--- config.mk ---
export PLATFORM = sky130hd
export DESIGN_NAME = card_identity
export DESIGN_NICKNAME = d
export VERILOG_FILES = /design/src/card_identity.v
export VERILOG_INCLUDE_DIRS = /design/src /design/src/src
export SDC_FILE = /design/constraint.sdc
export NUM_CORES = 1
export LEC_CHECK = 0
export BUFFER_PORTS_ARGS = -buffer_cell sky130_fd_sc_hd__buf_2
export CAP_MARGIN = 10
export CORE_AREA = 2 2 39 41
export DETAILED_ROUTE_END_ITERATION = 10
export DIE_AREA = 0 0 41 43
export PLACE_DENSITY = 0.7
export SETUP_SLACK_MARGIN = 0.3
export SLEW_MARGIN = 20
export SYNTH_ARGS = -nofsm -noshare
export SYNTH_HDL_FRONTEND = slang
export SYNTH_SLANG_ARGS = --single-unit
--- constraint.sdc ---
create_clock -name clk -period 1.5 [get_ports clk]
set_input_delay 0.375 -clock clk [delete_from_list [all_inputs] [get_ports clk]]
set_output_delay 0.375 -clock clk [all_outputs]
set_load 0.05 [all_outputs]
--- src/card_identity_defs.vh ---
`ifndef CARD_IDENTITY_DEFS_VH
`define CARD_IDENTITY_DEFS_VH

// ----------------------------------------
// card space word offsets (byte addresses)
// ----------------------------------------
`define OFF_IDENTITY_LOW      8'h00
`define OFF_IDENTITY_FLAGS    8'h04
`define OFF_IDENTITY_RESERVED 8'h08
`define OFF_PRODUCT_LOW       8'h0C
`define OFF_PRODUCT_HIGH      8'h10
`define OFF_MAKER_LOW         8'h14
`define OFF_MAKER_HIGH        8'h18
`define OFF_COUNTRY           8'h1C
`define OFF_STATUS_RELOC      8'h20
`define OFF_DIR_ENTRY         8'h24

// ----------------------------------------
// identity low byte fields
// ----------------------------------------
`define BIT_NORMAL_IRQ        0
`define BIT_PRESENT           1
`define BIT_FAST_IRQ          2
`define ID_LSB                3
`define ID_MSB                6
`define BIT_NONCONFORM        7

// ----------------------------------------
// flags byte fields
// ----------------------------------------
`define BIT_CHUNK_DIR         0
`define BIT_RELOCATED         1
`define WIDTH_LSB             2
`define WIDTH_MSB             3

// ----------------------------------------
// code width encodings
// ----------------------------------------
`define WIDTH_8BIT            2'h0
`define WIDTH_16BIT           2'h1
`define WIDTH_32BIT           2'h2

// ----------------------------------------
// reset values
// ----------------------------------------
`define PAGE_RESET            4'h0
`define READ_DATA_RESET       8'h00

`endif
--- src/card_identity.v ---
// Functional notes
// - low byte: conform, id, fast, present, normal
// - presence bit always reads zero
// - separate status bit per interrupt source
// - normal irq asserted reads bit 0 one
// - fast irq asserted reads bit 2 one
// - incapable interrupt type reads zero
// - relocated status zeroes low byte bits
// - relocated mask zero for incapable type
// - extended identity forces simple id zero
// - conforming card returns bit 7 zero
// - seven further extended identity bytes supplied
// - extended bytes at fixed word offsets
// - flags: chunk dir, relocation, code width
// - reserved bits read as zero
// - loader located by directory entry
// - identity mapped at zero after reset
// - prefer extended identity over simple id
// - page zero selected on reset
// - code width encodings 8, 16, 32 bit
// - relocation flag means status elsewhere
`timescale 1ns/1ps
`include "card_identity_defs.vh"

module card_identity #(
  parameter       HAS_NORMAL_IRQ = 1,
  parameter       HAS_FAST_IRQ   = 1,
  parameter       USE_EXTENDED   = 1,
  parameter [3:0] SIMPLE_ID      = 4'h0,
  parameter       NON_CONFORM    = 0,
  parameter       CHUNK_DIR      = 1,
  parameter       RELOCATED      = 0,
  parameter [1:0] CODE_WIDTH     = `WIDTH_8BIT,
  parameter [15:0] PRODUCT_TYPE  = 16'h0000, // arbitrary value
  parameter [15:0] MAKER_CODE    = 16'h0000, // arbitrary value
  parameter [7:0] COUNTRY        = 8'h00,    // arbitrary value
  parameter [7:0] NORMAL_MASK    = 8'h01,
  parameter [7:0] FAST_MASK      = 8'h04,
  parameter [7:0] LOADER_OFFSET  = 8'h40,
  parameter [7:0] LOADER_SIZE    = 8'h40
) (
  // clock and reset
  input  wire       clk,
  input  wire       resetn,
  // card space read port
  input  wire       rd_strobe,
  input  wire [7:0] rd_addr,
  output reg  [7:0] rd_data,
  output reg        rd_valid,
  // page select from the card's driver
  input  wire       page_wr,
  input  wire [3:0] page_wdata,
  output reg  [3:0] page,
  // card interrupt lines, active low
  input  wire       card_normal_irq_n,
  input  wire       card_fast_irq_n
);

  // ----------------------------------------
  // derived identity fields
  // ----------------------------------------
  // an extended card must present a zero id, whatever the parameter says
  wire [3:0] simple_id_field = USE_EXTENDED ? 4'h0 : SIMPLE_ID;
  wire       reloc = (USE_EXTENDED != 0) && (RELOCATED != 0);
  wire       chunk_dir_follows = (USE_EXTENDED != 0) && (CHUNK_DIR != 0);
  // code width 3 is reserved, fall back to byte width
  wire [1:0] code_width = (CODE_WIDTH == 2'h3) ? `WIDTH_8BIT : CODE_WIDTH;

  // status follows the lines directly, reads never clear them
  wire normal_req = (HAS_NORMAL_IRQ != 0) && !card_normal_irq_n;
  wire fast_req   = (HAS_FAST_IRQ != 0) && !card_fast_irq_n;

  reg  [7:0] low_byte;
  reg  [7:0] flags_byte;
  reg  [7:0] next_rd_data;
  wire       page_zero = (page == `PAGE_RESET);

  always @* begin
    low_byte                      = 8'h00;
    low_byte[`BIT_NONCONFORM]     = (NON_CONFORM != 0);
    low_byte[`ID_MSB:`ID_LSB]     = simple_id_field;
    low_byte[`BIT_PRESENT]        = 1'b0;
    low_byte[`BIT_NORMAL_IRQ]     = normal_req & ~reloc;
    low_byte[`BIT_FAST_IRQ]       = fast_req & ~reloc;
    flags_byte                    = 8'h00;
    flags_byte[`BIT_CHUNK_DIR]    = chunk_dir_follows;
    flags_byte[`BIT_RELOCATED]    = reloc;
    flags_byte[`WIDTH_MSB:`WIDTH_LSB] = code_width;
  end

  // ----------------------------------------
  // read decode
  // ----------------------------------------
  // identity sits in page zero only; other pages belong to paged code
  always @* begin
    next_rd_data = 8'h00;
    if (page_zero) begin
      case (rd_addr)
        `OFF_IDENTITY_LOW:      next_rd_data = low_byte;
        `OFF_IDENTITY_FLAGS:    next_rd_data = USE_EXTENDED ? flags_byte : 8'h00;
        `OFF_IDENTITY_RESERVED: next_rd_data = 8'h00;
        `OFF_PRODUCT_LOW:       next_rd_data = USE_EXTENDED ? PRODUCT_TYPE[7:0] : 8'h00;
        `OFF_PRODUCT_HIGH:      next_rd_data = USE_EXTENDED ? PRODUCT_TYPE[15:8] : 8'h00;
        `OFF_MAKER_LOW:         next_rd_data = USE_EXTENDED ? MAKER_CODE[7:0] : 8'h00;
        `OFF_MAKER_HIGH:        next_rd_data = USE_EXTENDED ? MAKER_CODE[15:8] : 8'h00;
        `OFF_COUNTRY:           next_rd_data = USE_EXTENDED ? COUNTRY : 8'h00;
        `OFF_STATUS_RELOC: begin
          // relocated status: normal in bit 0, fast in bit 2
          if (reloc)
            next_rd_data = {5'h00, fast_req, 1'b0, normal_req};
          else
            next_rd_data = 8'h00;
        end
        `OFF_STATUS_RELOC + 8'h04: begin
          // position masks, zero for a type the card cannot raise
          next_rd_data = (HAS_NORMAL_IRQ != 0) ? NORMAL_MASK : 8'h00;
        end
        `OFF_STATUS_RELOC + 8'h08: begin
          next_rd_data = (HAS_FAST_IRQ != 0) ? FAST_MASK : 8'h00;
        end
        `OFF_DIR_ENTRY + 8'h08: begin
          next_rd_data = chunk_dir_follows ? LOADER_OFFSET : 8'h00;
        end
        `OFF_DIR_ENTRY + 8'h0C: begin
          next_rd_data = chunk_dir_follows ? LOADER_SIZE : 8'h00;
        end
        default: next_rd_data = 8'h00;
      endcase
    end
  end

  // ----------------------------------------
  // registered read data and page select
  // ----------------------------------------
  always @(posedge clk or negedge resetn) begin
    if (!resetn) begin
      rd_data  <= `READ_DATA_RESET;
      rd_valid <= 1'b0;
      page     <= `PAGE_RESET;
    end else begin
      rd_valid <= rd_strobe;
      if (rd_strobe)
        rd_data <= next_rd_data;
      if (page_wr)
        page <= page_wdata;
    end
  end

endmodule

==> results, run 1 <==
- Across all layers, the routed design uses 380 vias.
- In this run, the number of DRC markers left after iteration 0 of detailed routing was 5.
- The worst-case clock buffer depth is 2.
- The number of vias per cell is 4.578.
- The CTS buffer count is 3.
- Across all hold checks on the routed design, the worst slack comes to 0.2979 ns.
- After routing, the total negative slack on setup checks comes to 0 ns.
- The net switching share of the total power is 33.00%.
- Entering global routing, the biggest net connects 9 pins.
- The initial utilization of the core area, before any placement, comes to 29.57%.
- The total standard cell area after synthesis is 409.1 um2.
- In this run the number of H-tree levels came out at 1.
- The mean instance size in the synthesized netlist is 11.69 um2.
- Detailed placement ended at an HPWL of 700.4 um.
- The post-layout minimum cycle time is 1.232 ns.
- The count of buffers added on input and output ports is 25.
- The I/O pin total is 31.
- The worst setup path is captured at a flip-flop.
- Setup repair after global routing could not meet its margin everywhere.
- Cell internal power was estimated by the tool at 0.3911 mW.
- The number of global-route vias before repair is 356.
- The worst clock skew is 0.004292 ns.
- The number of max-cap violations is 0.
- The die covers 0.001763 mm2.
- The area added between synthesis and finish is 57.80%.
- The first global-routing pass estimated 1421 um of wire.
- The core region is 0.001384 mm2.
- Clock-pin slew was measured on the worst setup and hold paths at 0.06 ns.
- The fraction of layout cells with a size suffix above 1 is 55.22%.
- The setup-violating endpoint count in the final report is 0.
- The worst hold path belongs to the class input port to flip-flop.
- Dividing the final minimum period by the clock period gives 82.16%.
- The run finished with clean final reports.
- The peak supply drop is 0.0004676 V.
- The post-synthesis register bit count is 8.
- The number of antenna violations at the first check in global routing is 0.
- Of all nets on the critical path, the largest fanout is 3.
- For this run the aggregate overflow at the end of global routing stands at 0.
- The total power divided by cell area is 904.2 mW/mm2.
- In the routed design, unresolved DRC markers number 0.
- The sequential cell area is 205.2 um2.
- The number of nets with antenna violations after routing is 0.
- At the later pin of the worst-skew pair, clock insertion delay measures 0.25 ns.
- Synthesis instantiated 18 different standard cells from the library.
- The final antenna diode count is 0.
- The horizontal die dimension is 41 um.
- The overall die height is 43 um.
- The CTS tree is yes.
- The number of nets in the final layout is 86.
- The area of the multi-input gates is 175.2 um2.
- The total track usage is 12.39%.
- For this run, the number of Yosys warnings is 0.
- The launching element type of the critical path is a flip-flop.
- STA puts the critical path data arrival time at 1.39 ns.
- After detailed routing, the average wire length per cell comes to 10.40 um.
- The switching power is 0.1927 mW.
- Clock tree synthesis selected as its root buffer the cell clkbuf_4.
- The number of search-and-repair iterations in the first detailed-routing pass is 4.
- Synthesis produced a netlist whose cell count is 35.
- The number of rows created at floorplan is 14.
- After layout, the design draws a total of 0.5838 mW.
- The total count of hold-check failures in the final report is 0.
- The routability congestion estimate from global placement is 0.7944.
- The tree built by TritonCTS fans out to 8 sinks.
- Fill cells in the final layout number 137.
- In this run the static leakage power is 0.3034 nW.
- The max-slew violation count was 0.
- Data on the critical path is required at its endpoint by 1.66 ns.
- The fraction of power consumed by combinational cells is 27.8%.
- Timing would allow up to 811.5 MHz.
- The type of the worst setup path is flip-flop to flip-flop.
- After synthesis, flip-flops and latches occupy 48.93% of the total area.
- The clock power share is 30.3%.
- Wires add up to 863 um.
- Registers are responsible for 41.9% of the overall power.
sequential cells by signal, summed over array words and instances (netlist names):
signal,count
rd_data,3
page,4
rd_valid,1
critical path: stages, from the launching register on:
cell and delay (ns):
dfrtp_2 0.44, nor4_4 0.32, nand4b_1 0.16, o32ai_1 0.22
synthesized netlist by cell type:
library cell	instances	area, um2
dfrtp_1	8	200.2
buf_4	5	37.54
mux2_1	4	45.04
inv_1	3	11.26
o22ai_1	2	12.51
a21oi_1	1	5.000
and3b_1	1	8.760
conb_1	1	3.750
nand3_1	1	5.000
nand4b_1	1	8.760
nor2_1	1	3.750
nor3_1	1	5.000
nor3b_1	1	7.510
nor4_2	1	12.51
nor4_4	1	21.27
o21ai_1	1	5.000
o21bai_1	1	7.510
o32ai_1	1	8.760
power groups by stage:
| stage | logic [mW] | clock network, mW | registers (mW) |
|---|---|---|---|
| 5_1_grt | 0.174 | 0.198 | 0.246 |
| 4_1_cts | 0.162 | 0.190 | 0.244 |
| 3_5_place_dp | 0.140 | 0 | 0.248 |
| 2_1_floorplan | 0.0568 | 0 | 0.291 |
| 6_report | 0.162 | 0.177 | 0.245 |
| 3_3_place_gp | 0.138 | 0 | 0.247 |
per-layer routing:
| layer | global-route usage [%] | vias up | wire length [um] |
|---|---|---|---|
| met5 | 0 | - | 0 |
| met4 | 4.000 | 0 | 0 |
| met3 | 7.853 | 0 | 85 |
| met2 | 18.13 | 20 | 430 |
| met1 | 14.33 | 178 | 347 |
| li1 | - | 182 | - |
final timing paths:
| path | startpoint | endpoint | slack (ns) | cells after the start |
|---|---|---|---|---|
| setup / recovery | page[2] | rd_data[2] | 0.27 | 3 |
| hold / removal | rd_strobe | rd_valid | 0.30 | 1 |
| setup reg to reg | page[2] | rd_data[2] | 0.27 | 3 |
| hold reg to reg | page[0] | page[0] | 0.56 | 1 |
| max in group asynchronous | resetn | page[1] | 0.84 | 2 |
| min in group asynchronous | resetn | rd_data[2] | 0.48 | 2 |
stage by stage:
stage	worst slack [ns]	instance area, um2	cells	utilization (%)
after floorplan	0.2439	429.2	39	-
after global placement	0.2685	536.8	75	38.79
after detailed placement	0.2430	536.8	75	38.79
after CTS	0.2542	626.9	81	45.30
after global routing	0.1614	645.6	83	46.65
final	0.2677	645.6	83	46.65
placed cells by master (no fill, tap or decap), drive strengths merged, types with 2 or more instances in the layout:
master | Yosys | layout
buf | 5 | 28
inv | 3 | 3
dfrtp | 8 | 8
clkbuf | 0 | 4
mux2 | 4 | 4
nor4 | 2 | 2
conb | 1 | 5
o22ai | 2 | 2
what timing repair did:
action,in CTS,in global routing
endpoints found under the setup margin,9,10
endpoints found under the hold margin,8,0
pin swaps,0,2
resized for setup,15,1
buffers inserted,1,2
hold buffers,1,0
cells by family after synthesis:
group	share of synthesized area, %
flops	48.93
compound gates	9.478
mux	11.01
buf+inv	11.93
other cells	0.9166
simple gates	17.73
final cells by class:
cell class | instances | area share (%)
Timing Repair Buffer | 29 | 32.17
Sequential cell | 8 | 31.78
Multi-Input combinational cell | 23 | 27.13
Clock buffer | 4 | 4.070
Tap cell | 16 | 3.101
Inverter | 3 | 1.744
(Power assumes the default switching activity.)
==> run 2: changes to the inputs <==
==> constraint.sdc (replaced) <==
create_clock -name clk -period 1.3 [get_ports clk]
set_input_delay 0.325 -clock clk [delete_from_list [all_inputs] [get_ports clk]]
set_output_delay 0.325 -clock clk [all_outputs]
set_load 0.05 [all_outputs]
==> run 2 against run 1 <==
Compared with the run above:
- register-to-register slack lost 0.19 ns
- critical path depth shrank 2
- global-route usage grew 0.64 points
- cell count grew 1.2%
- critical endpoint is now page[2]
- largest cell class unchanged
- largest power group unchanged
==> results, run 2 (synthesis results as in run 1) <==
- Status: finished, final reports clean (unchanged).
- The CTS buffer count is 3 (unchanged).
- The number of port buffers is 25 (unchanged).
- The pin count of the biggest net entering global routing is 9 (unchanged).
- The final antenna diode count is 0 (unchanged).
- The final total negative setup slack is 0 ns (unchanged).
- The critical register-to-register path startpoint was page[2] (unchanged).
- The I/O pin total came to 31 (unchanged).
- Derived from the worst setup path, the maximum achievable clock frequency is 816.7 MHz.
- The type of the tightest min-delay check is input port to flip-flop (unchanged).
- The worst-case setup margin in the final layout is 0.07557 ns (was 0.2677 ns).
- The number of antenna violations at the first check in global routing is 0 (unchanged).
- The largest stage delay on the critical path is 0.38 ns (was 0.44 ns).
- The placeable core region is 0.001384 mm2 (unchanged).
- The category of cells accounting for the largest share of critical-path delay is flip-flops (was simple AND/OR/NAND/NOR gates).
- The H-tree depth is 1 (unchanged).
- The total power divided by cell area is 980.4 mW/mm2 (was 904.2 mW/mm2).
- The total leakage power came to 0.3139 nW (was 0.3034 nW).
- RSZ-0062 raised after global routing: yes (unchanged).
- The required time of the worst setup path is 0.98 ns (was 1.66 ns).
- The kind of capture point of the worst setup path is an output port (was flip-flop).
- The sequential cell area is 205.2 um2 (unchanged).
- The worst-case clock buffer depth was 2 (unchanged).
- The area of the multi-input gates was 182.7 um2 (was 175.2 um2).
- The via total after detailed routing is 375 (was 380).
- Registers with the highest flip-flop counts: page: 4 flops, rd_data: 3 flops, rd_valid: 1 flops (unchanged).
- The number of rows created at floorplan is 14 (unchanged).
- The count of filler cells inserted in the layout was 140 (was 137).
- The critical path data arrival time was 0.90 ns (was 1.39 ns).
- The worst slack at placement came to 0.05452 ns (was 0.2430 ns).
- The number of nets in the final layout is 88 (was 86).
- The clock slew seen by the registers of the worst setup and hold paths was 0.05 ns (was 0.06 ns).
- The number of global-route vias before repair is 366 (was 356).
- The tightest hold margin is 0.2655 ns (was 0.2979 ns).
- The termination of the worst setup path is page[2] (was rd_data[2]).
- The launching element type of the critical path is a flip-flop (unchanged).
- The routed wire length was 918 um (was 863 um).
- The count of unresolved DRC violations after routing is 0 (unchanged).
- The number of max-cap violations came to 0 (unchanged).
- The critical path's slowest cell was dfrtp_2 (unchanged).
- The end of the worst register-to-register path was rd_data[2] (unchanged).
- The routed length per placed instance is 10.93 um (was 10.40 um).
- The area of the die came to 0.001763 mm2 (unchanged).
- The overall die height is 43 um (unchanged).
- The max-slew violation count is 0 (unchanged).
- The number of cell instances on the worst register-to-register path is 3 (unchanged).
- The global-route congestion overflow total came to 0 (unchanged).
- The total track usage is 13.02% (was 12.39%).
- The power consumption is 0.6452 mW (was 0.5838 mW).
- The critical path depth in cells is 1 (was 3).
- The total count of hold-check failures in the final report is 0 (unchanged).
- The effective utilization at floorplan is 29.57% (unchanged).
- The top register by number of flip-flops is page (unchanged).
- Critical path cell sequence: buf_2 (was nor4_4 > nand4b_1 > o32ai_1).
- The clock insertion delay at the later pin of the skew report is 0.25 ns (about the same).
- The horizontal die dimension is 41 um (unchanged).
- The area added between synthesis and finish is 60.86% (was 57.80%).
- Dividing the final minimum period by the clock period gives 94.19%.
- The setup-violating endpoint count in the final report is 0 (unchanged).
- The buffering stage count on the worst path with inverters included is 1 (was 0).
- The number of flip-flops in the largest register is 4 (unchanged).
- The type of the worst setup path was flip-flop to output port (was flip-flop to flip-flop).
- The maximum net fanout on the critical path is 3 (unchanged).
- The number of nets with antenna violations after routing was 0 (unchanged).
- The CTS tree is yes (unchanged).
- The global-route wire length before repair is 1483 um (was 1421 um).
- Top library cells by usage in the layout, fill and taps aside: 18 x buf_2, 7 x buf_6, 5 x conb_1, 5 x buf_4 (was 17 x buf_2, 8 x buf_6, 5 x conb_1).
- The fraction of layout cells with a size suffix above 1 is 58.82% (was 55.22%).
- The master cell of the clock root buffer is clkbuf_4 (unchanged).
- The utilization after layout came to 47.56% (was 46.65%).
- The critical path launch point was page[2] (unchanged).
- The number of search-and-repair iterations in the first detailed-routing pass is 2 (was 4).
- The number of clock sinks seen by CTS is 8 (unchanged).
- The worst clock skew is 0.002603 ns (was 0.004292 ns).
- The routability congestion estimate from global placement came to 0.6628 (was 0.7944).
- The number of violations reported at the end of detailed-routing iteration 0 is 7 (was 5).
- The setup slack of the worst register-to-register path was 0.08 ns (was 0.27 ns).
- The most common cell after layout, fill and taps aside is buf_2 (unchanged).
- The number of vias per cell is 4.464 (was 4.578).
- The peak supply drop was 0.0005404 V (was 0.0004676 V).
- The post-layout minimum cycle time is 1.224 ns.
## run 2: routing by layer
layer | global-route usage (%) | wire length [um] | part of all wire (%) | up-vias
met3 | 4.712 | 74 | 8.1 | 0
met2 | 20.63 | 506 | 55 | 24
li1 | - | - | - | 183
met4 | 6.000 | 0 | 0 | 0
met1 | 14.77 | 336 | 37 | 168
met5 | 0 | 0 | 0 | -
## run 2: layout make-up
type / instances / share of cell area (%)
Tap cell: 16 / 3.042
Inverter: 3 / 1.711
Timing Repair Buffer: 31 / 32.89
Clock buffer: 3 / 3.422
Multi-Input combinational cell: 23 / 27.76
Sequential cell: 8 / 31.18
## run 2: timing repair
action / CTS / global route
setup endpoints to repair: 11 / 11
pin swaps: 0 / 2
resized for setup: 15 / 0
cloned: 0 / 0
hold buffers: 1 / 0
setup buffers: 3 / 2
endpoints found under the hold margin: 8 / 0
## run 2: worst min path at each step
stage,startpoint,endpoint,slack (ns),cells past startpoint
after global placement,resetn,rd_data[2],0.17,1
after floorplan,resetn,page[0],0.03,0
final,rd_strobe,rd_valid,0.27,1
after global routing,rd_strobe,rd_valid,0.26,1
after CTS,rd_strobe,rd_valid,0.26,1
after detailed placement,resetn,rd_data[2],0.17,1
## run 2: metrics by stage
stage | area, um2 | std cells
global route | 658.1 | 84
CTS | 643.1 | 82
detailed placement | 536.8 | 75
global placement | 536.8 | 75
floorplan | 429.2 | 39
finish | 658.1 | 84
## run 2: where the power goes
group / internal (mW) / switching [mW] / leakage (nW) / total [mW]
logic: 0.0607 / 0.118 / 0.204 / 0.179
registers: 0.266 / 0.0191 / 0.0963 / 0.285
clock network: 0.105 / 0.0762 / 0.0138 / 0.181
total: 0.432 / 0.213 / 0.314 / 0.645
==> run 3: changes to the inputs <==
--- a/config.mk
+++ b/config.mk
@@ -11,8 +11,9 @@
 export CORE_AREA = 2 2 39 41
 export DETAILED_ROUTE_END_ITERATION = 10
 export DIE_AREA = 0 0 41 43
-export PLACE_DENSITY = 0.7
+export PLACE_DENSITY = 0.73
 export SETUP_SLACK_MARGIN = 0.3
+export SKIP_CTS_REPAIR_TIMING = 1
 export SLEW_MARGIN = 20
 export SYNTH_ARGS = -nofsm -noshare
 export SYNTH_HDL_FRONTEND = slang
==> constraint.sdc (replaced) <==
create_clock -name clk -period 1.03 [get_ports clk]
set_input_delay 0.2575 -clock clk [delete_from_list [all_inputs] [get_ports clk]]
set_output_delay 0.2575 -clock clk [all_outputs]
set_load 0.05 [all_outputs]
==> run 3 against run 2 <==
Compared with the run above:
- cell count increased by 1.2%
- first-iteration DRC count decreased by 43%
- global-route usage decreased by 0.67 points
- sequential power increased by 25%
- design area increased by 7.2%
- clock power increased by 44%
- critical path type is now flip-flop to flip-flop
- combinational power increased by 60%
- via count increased by 0.53%
- largest cell class unchanged
- hold slack got worse by 0.077 ns
- routed wire length increased by 4.9%
- clock-buffer cell count increased by 1
- the run now ends with negative setup slack left
==> results, run 3 (synthesis results as in run 1) <==
- The routed wire length came to 963 um (was 918 um).
- The critical path's slowest cell was dfrtp_2 (unchanged).
- The number of global-route vias before repair is 335 (was 366).
- The worst-case clock buffer depth was 2 (unchanged).
- The maximum net fanout on the critical path is 2 (was 3).
- The buffering stage count on the worst path with inverters included was 0 (was 1).
- The clock slew seen by the registers of the worst setup and hold paths came to 0.06 ns (was 0.05 ns).
- The launching element type of the critical path is a flip-flop (unchanged).
- The highest metal layer with signal wires is met3 (unchanged).
- The fraction of power consumed by combinational cells is 31.6% (was 27.7%).
- The timing-limited maximum frequency is 816.3 MHz.
- The setup-violating endpoint count in the final report was 10 (was 0).
- The number of max-cap violations is 0 (unchanged).
- The worst-case setup margin in the final layout is -0.1951 ns (was 0.07557 ns).
- The startpoint of the most critical hold path is rd_strobe (unchanged).
- The final cell area excluding filler cells is 705.7 um2 (was 658.1 um2).
- The number of nets with antenna violations after routing was 0 (unchanged).
- The number of antenna violations at the first check in global routing is 0 (unchanged).
- The most common cell after layout, fill and taps aside is buf_2 (unchanged).
- The CTS buffer count is 3 (unchanged).
- The routed length on met3 is 62 um (was 74 um).
- The pin count of the biggest net entering global routing is 9 (unchanged).
- The met1 wire length is 364 um (was 336 um).
- The peak supply drop is 0.0005767 V (was 0.0005404 V).
- The number of clock sinks seen by CTS is 8 (unchanged).
- The master cell of the clock root buffer is clkbuf_4 (unchanged).
- The CTS tree is yes (unchanged).
- The number of nets in the final layout was 88 (unchanged).
- The number of search-and-repair iterations in the first detailed-routing pass is 2 (unchanged).
- The final reports fail on negative setup slack.
- The H-tree depth is 1 (unchanged).
- The total power divided by cell area came to 1281 mW/mm2 (was 980.4 mW/mm2).
- The final critical path takes up 118.9% of the cycle.
- The wire length on met2 was 536 um (was 506 um).
- Critical path cell sequence: nor4_4 > nand4b_1 > o32ai_2 (was buf_2).
- The power consumption was 0.9037 mW (was 0.6452 mW).
- The net switching share of the total power came to 32.71% (was 33.05%).
- The total count of hold-check failures in the final report is 0 (unchanged).
- The max-slew violation count is 0 (unchanged).
- The number of violations reported at the end of detailed-routing iteration 0 was 4 (was 7).
- The post-place instance area came to 570.5 um2 (was 536.8 um2).
- The switching power is 0.2956 mW (was 0.2133 mW).
- The required time of the worst setup path was 1.18 ns (was 0.98 ns).
- The total track usage was 12.35% (was 13.02%).
- The worst slack at placement was -0.2380 ns (was 0.05452 ns).
- The category of cells accounting for the largest share of critical-path delay is simple AND/OR/NAND/NOR gates (was flip-flops).
- The number of flip-flops in the largest register is 4 (unchanged).
- Top library cells by usage in the layout, fill and taps aside: 17 x buf_2, 8 x buf_6, 7 x dfrtp_2, 5 x conb_1 (was 18 x buf_2, 7 x buf_6, 5 x conb_1, 5 x buf_4).
- The routed length per placed instance was 11.33 um (was 10.93 um).
- The number of rows created at floorplan is 14 (unchanged).
- The final antenna diode count came to 0 (unchanged).
- The effective utilization at floorplan is 29.57% (unchanged).
- The horizontal die dimension came to 41 um (unchanged).
- The number of port buffers is 25 (unchanged).
- The critical path launch point is page[2] (unchanged).
- The via total after detailed routing is 377 (was 375).
- The clock insertion delay at the later pin of the skew report was 0.26 ns (was 0.25 ns).
- The critical path data arrival time came to 1.37 ns (was 0.90 ns).
- The routed design could run at a clock period as short as 1.225 ns.
- The part of the power in registers is 39.5% (was 44.2%).
- RSZ-0062 raised after global routing: yes (unchanged).
- The area added between synthesis and finish came to 72.48% (was 60.86%).
- The top register by number of flip-flops is page (unchanged).
- The area of the die is 0.001763 mm2 (unchanged).
- The kind of capture point of the worst setup path is a flip-flop (was output port).
- The largest stage delay on the critical path is 0.42 ns (was 0.38 ns).
- The final total negative setup slack is -0.9969 ns (was 0 ns).
- The fraction of layout cells with a size suffix above 1 was 66.67% (was 58.82%).
- Registers with the highest flip-flop counts: page: 4 flops, rd_data: 3 flops, rd_valid: 1 flops (unchanged).
- The I/O pin total came to 31 (unchanged).
- The tightest hold margin is 0.1880 ns (was 0.2655 ns).
- The total leakage power is 0.3300 nW (was 0.3139 nW).
- The type of the worst setup path is flip-flop to flip-flop (was flip-flop to output port).
- The cell-internal power is 0.6081 mW (was 0.4319 mW).
- The global-route congestion overflow total came to 0 (unchanged).
- The worst clock skew is 0.01066 ns (was 0.002603 ns).
- The global-route wire length before repair was 1414 um (was 1483 um).
- The clock power share is 28.9% (was 28.1%).
- The count of unresolved DRC violations after routing is 0 (unchanged).
- The routability congestion estimate from global placement is 0.7310 (was 0.6628).
- Status: finished with violations (was finished, final reports clean).
- The placeable core region is 0.001384 mm2 (unchanged).
- The type of the tightest min-delay check is input port to flip-flop (unchanged).
- The overall die height is 43 um (unchanged).
- The number of vias per cell is 4.435 (was 4.464).
- The critical register-to-register path startpoint is page[2] (unchanged).
-- run 3: cell type report --
type / count / area, um2
flip-flops and latches: 8 / 209.0
fillers: 131 / 678.2
multi-input cells: 23 / 193.9
clock buffers: 4 / 26.28
well taps: 16 / 20.02
inverters: 3 / 11.26
repair buffers: 31 / 245.2
-- run 3: per-layer routing --
metal | vias up | global-route usage (%)
li1 | 184 | -
met1 | 176 | 14.19
met2 | 17 | 18.75
met3 | 0 | 3.141
met4 | 0 | 8.667
met5 | - | 0
-- run 3: worst paths after layout --
path,end,slack (ns),cells past startpoint
min,rd_valid,0.19,1
max,rd_data[2],-0.20,3
min in group asynchronous,rd_valid,0.38,2
min reg2reg,rd_data[6],0.57,2
max reg2reg,rd_data[2],-0.20,3
max in group asynchronous,page[3],0.46,2
-- run 3: power by group through the flow --
| stage | clock (mW) | sequential [mW] | combinational [mW] |
|---|---|---|---|
| 2_1_floorplan | 0 | 0.425 | 0.0895 |
| 3_3_place_gp | 0 | 0.359 | 0.227 |
| 3_5_place_dp | 0 | 0.361 | 0.230 |
| 4_1_cts | 0.271 | 0.355 | 0.231 |
| 5_1_grt | 0.287 | 0.359 | 0.303 |
| 6_report | 0.261 | 0.357 | 0.286 |
-- run 3: metrics by stage --
stage               instances  util [%]
floorplan                  39         -
global placement           78     41.23
detailed placement         78     41.23
CTS                        82     43.13
global route               85     50.99
finish                     85     50.99
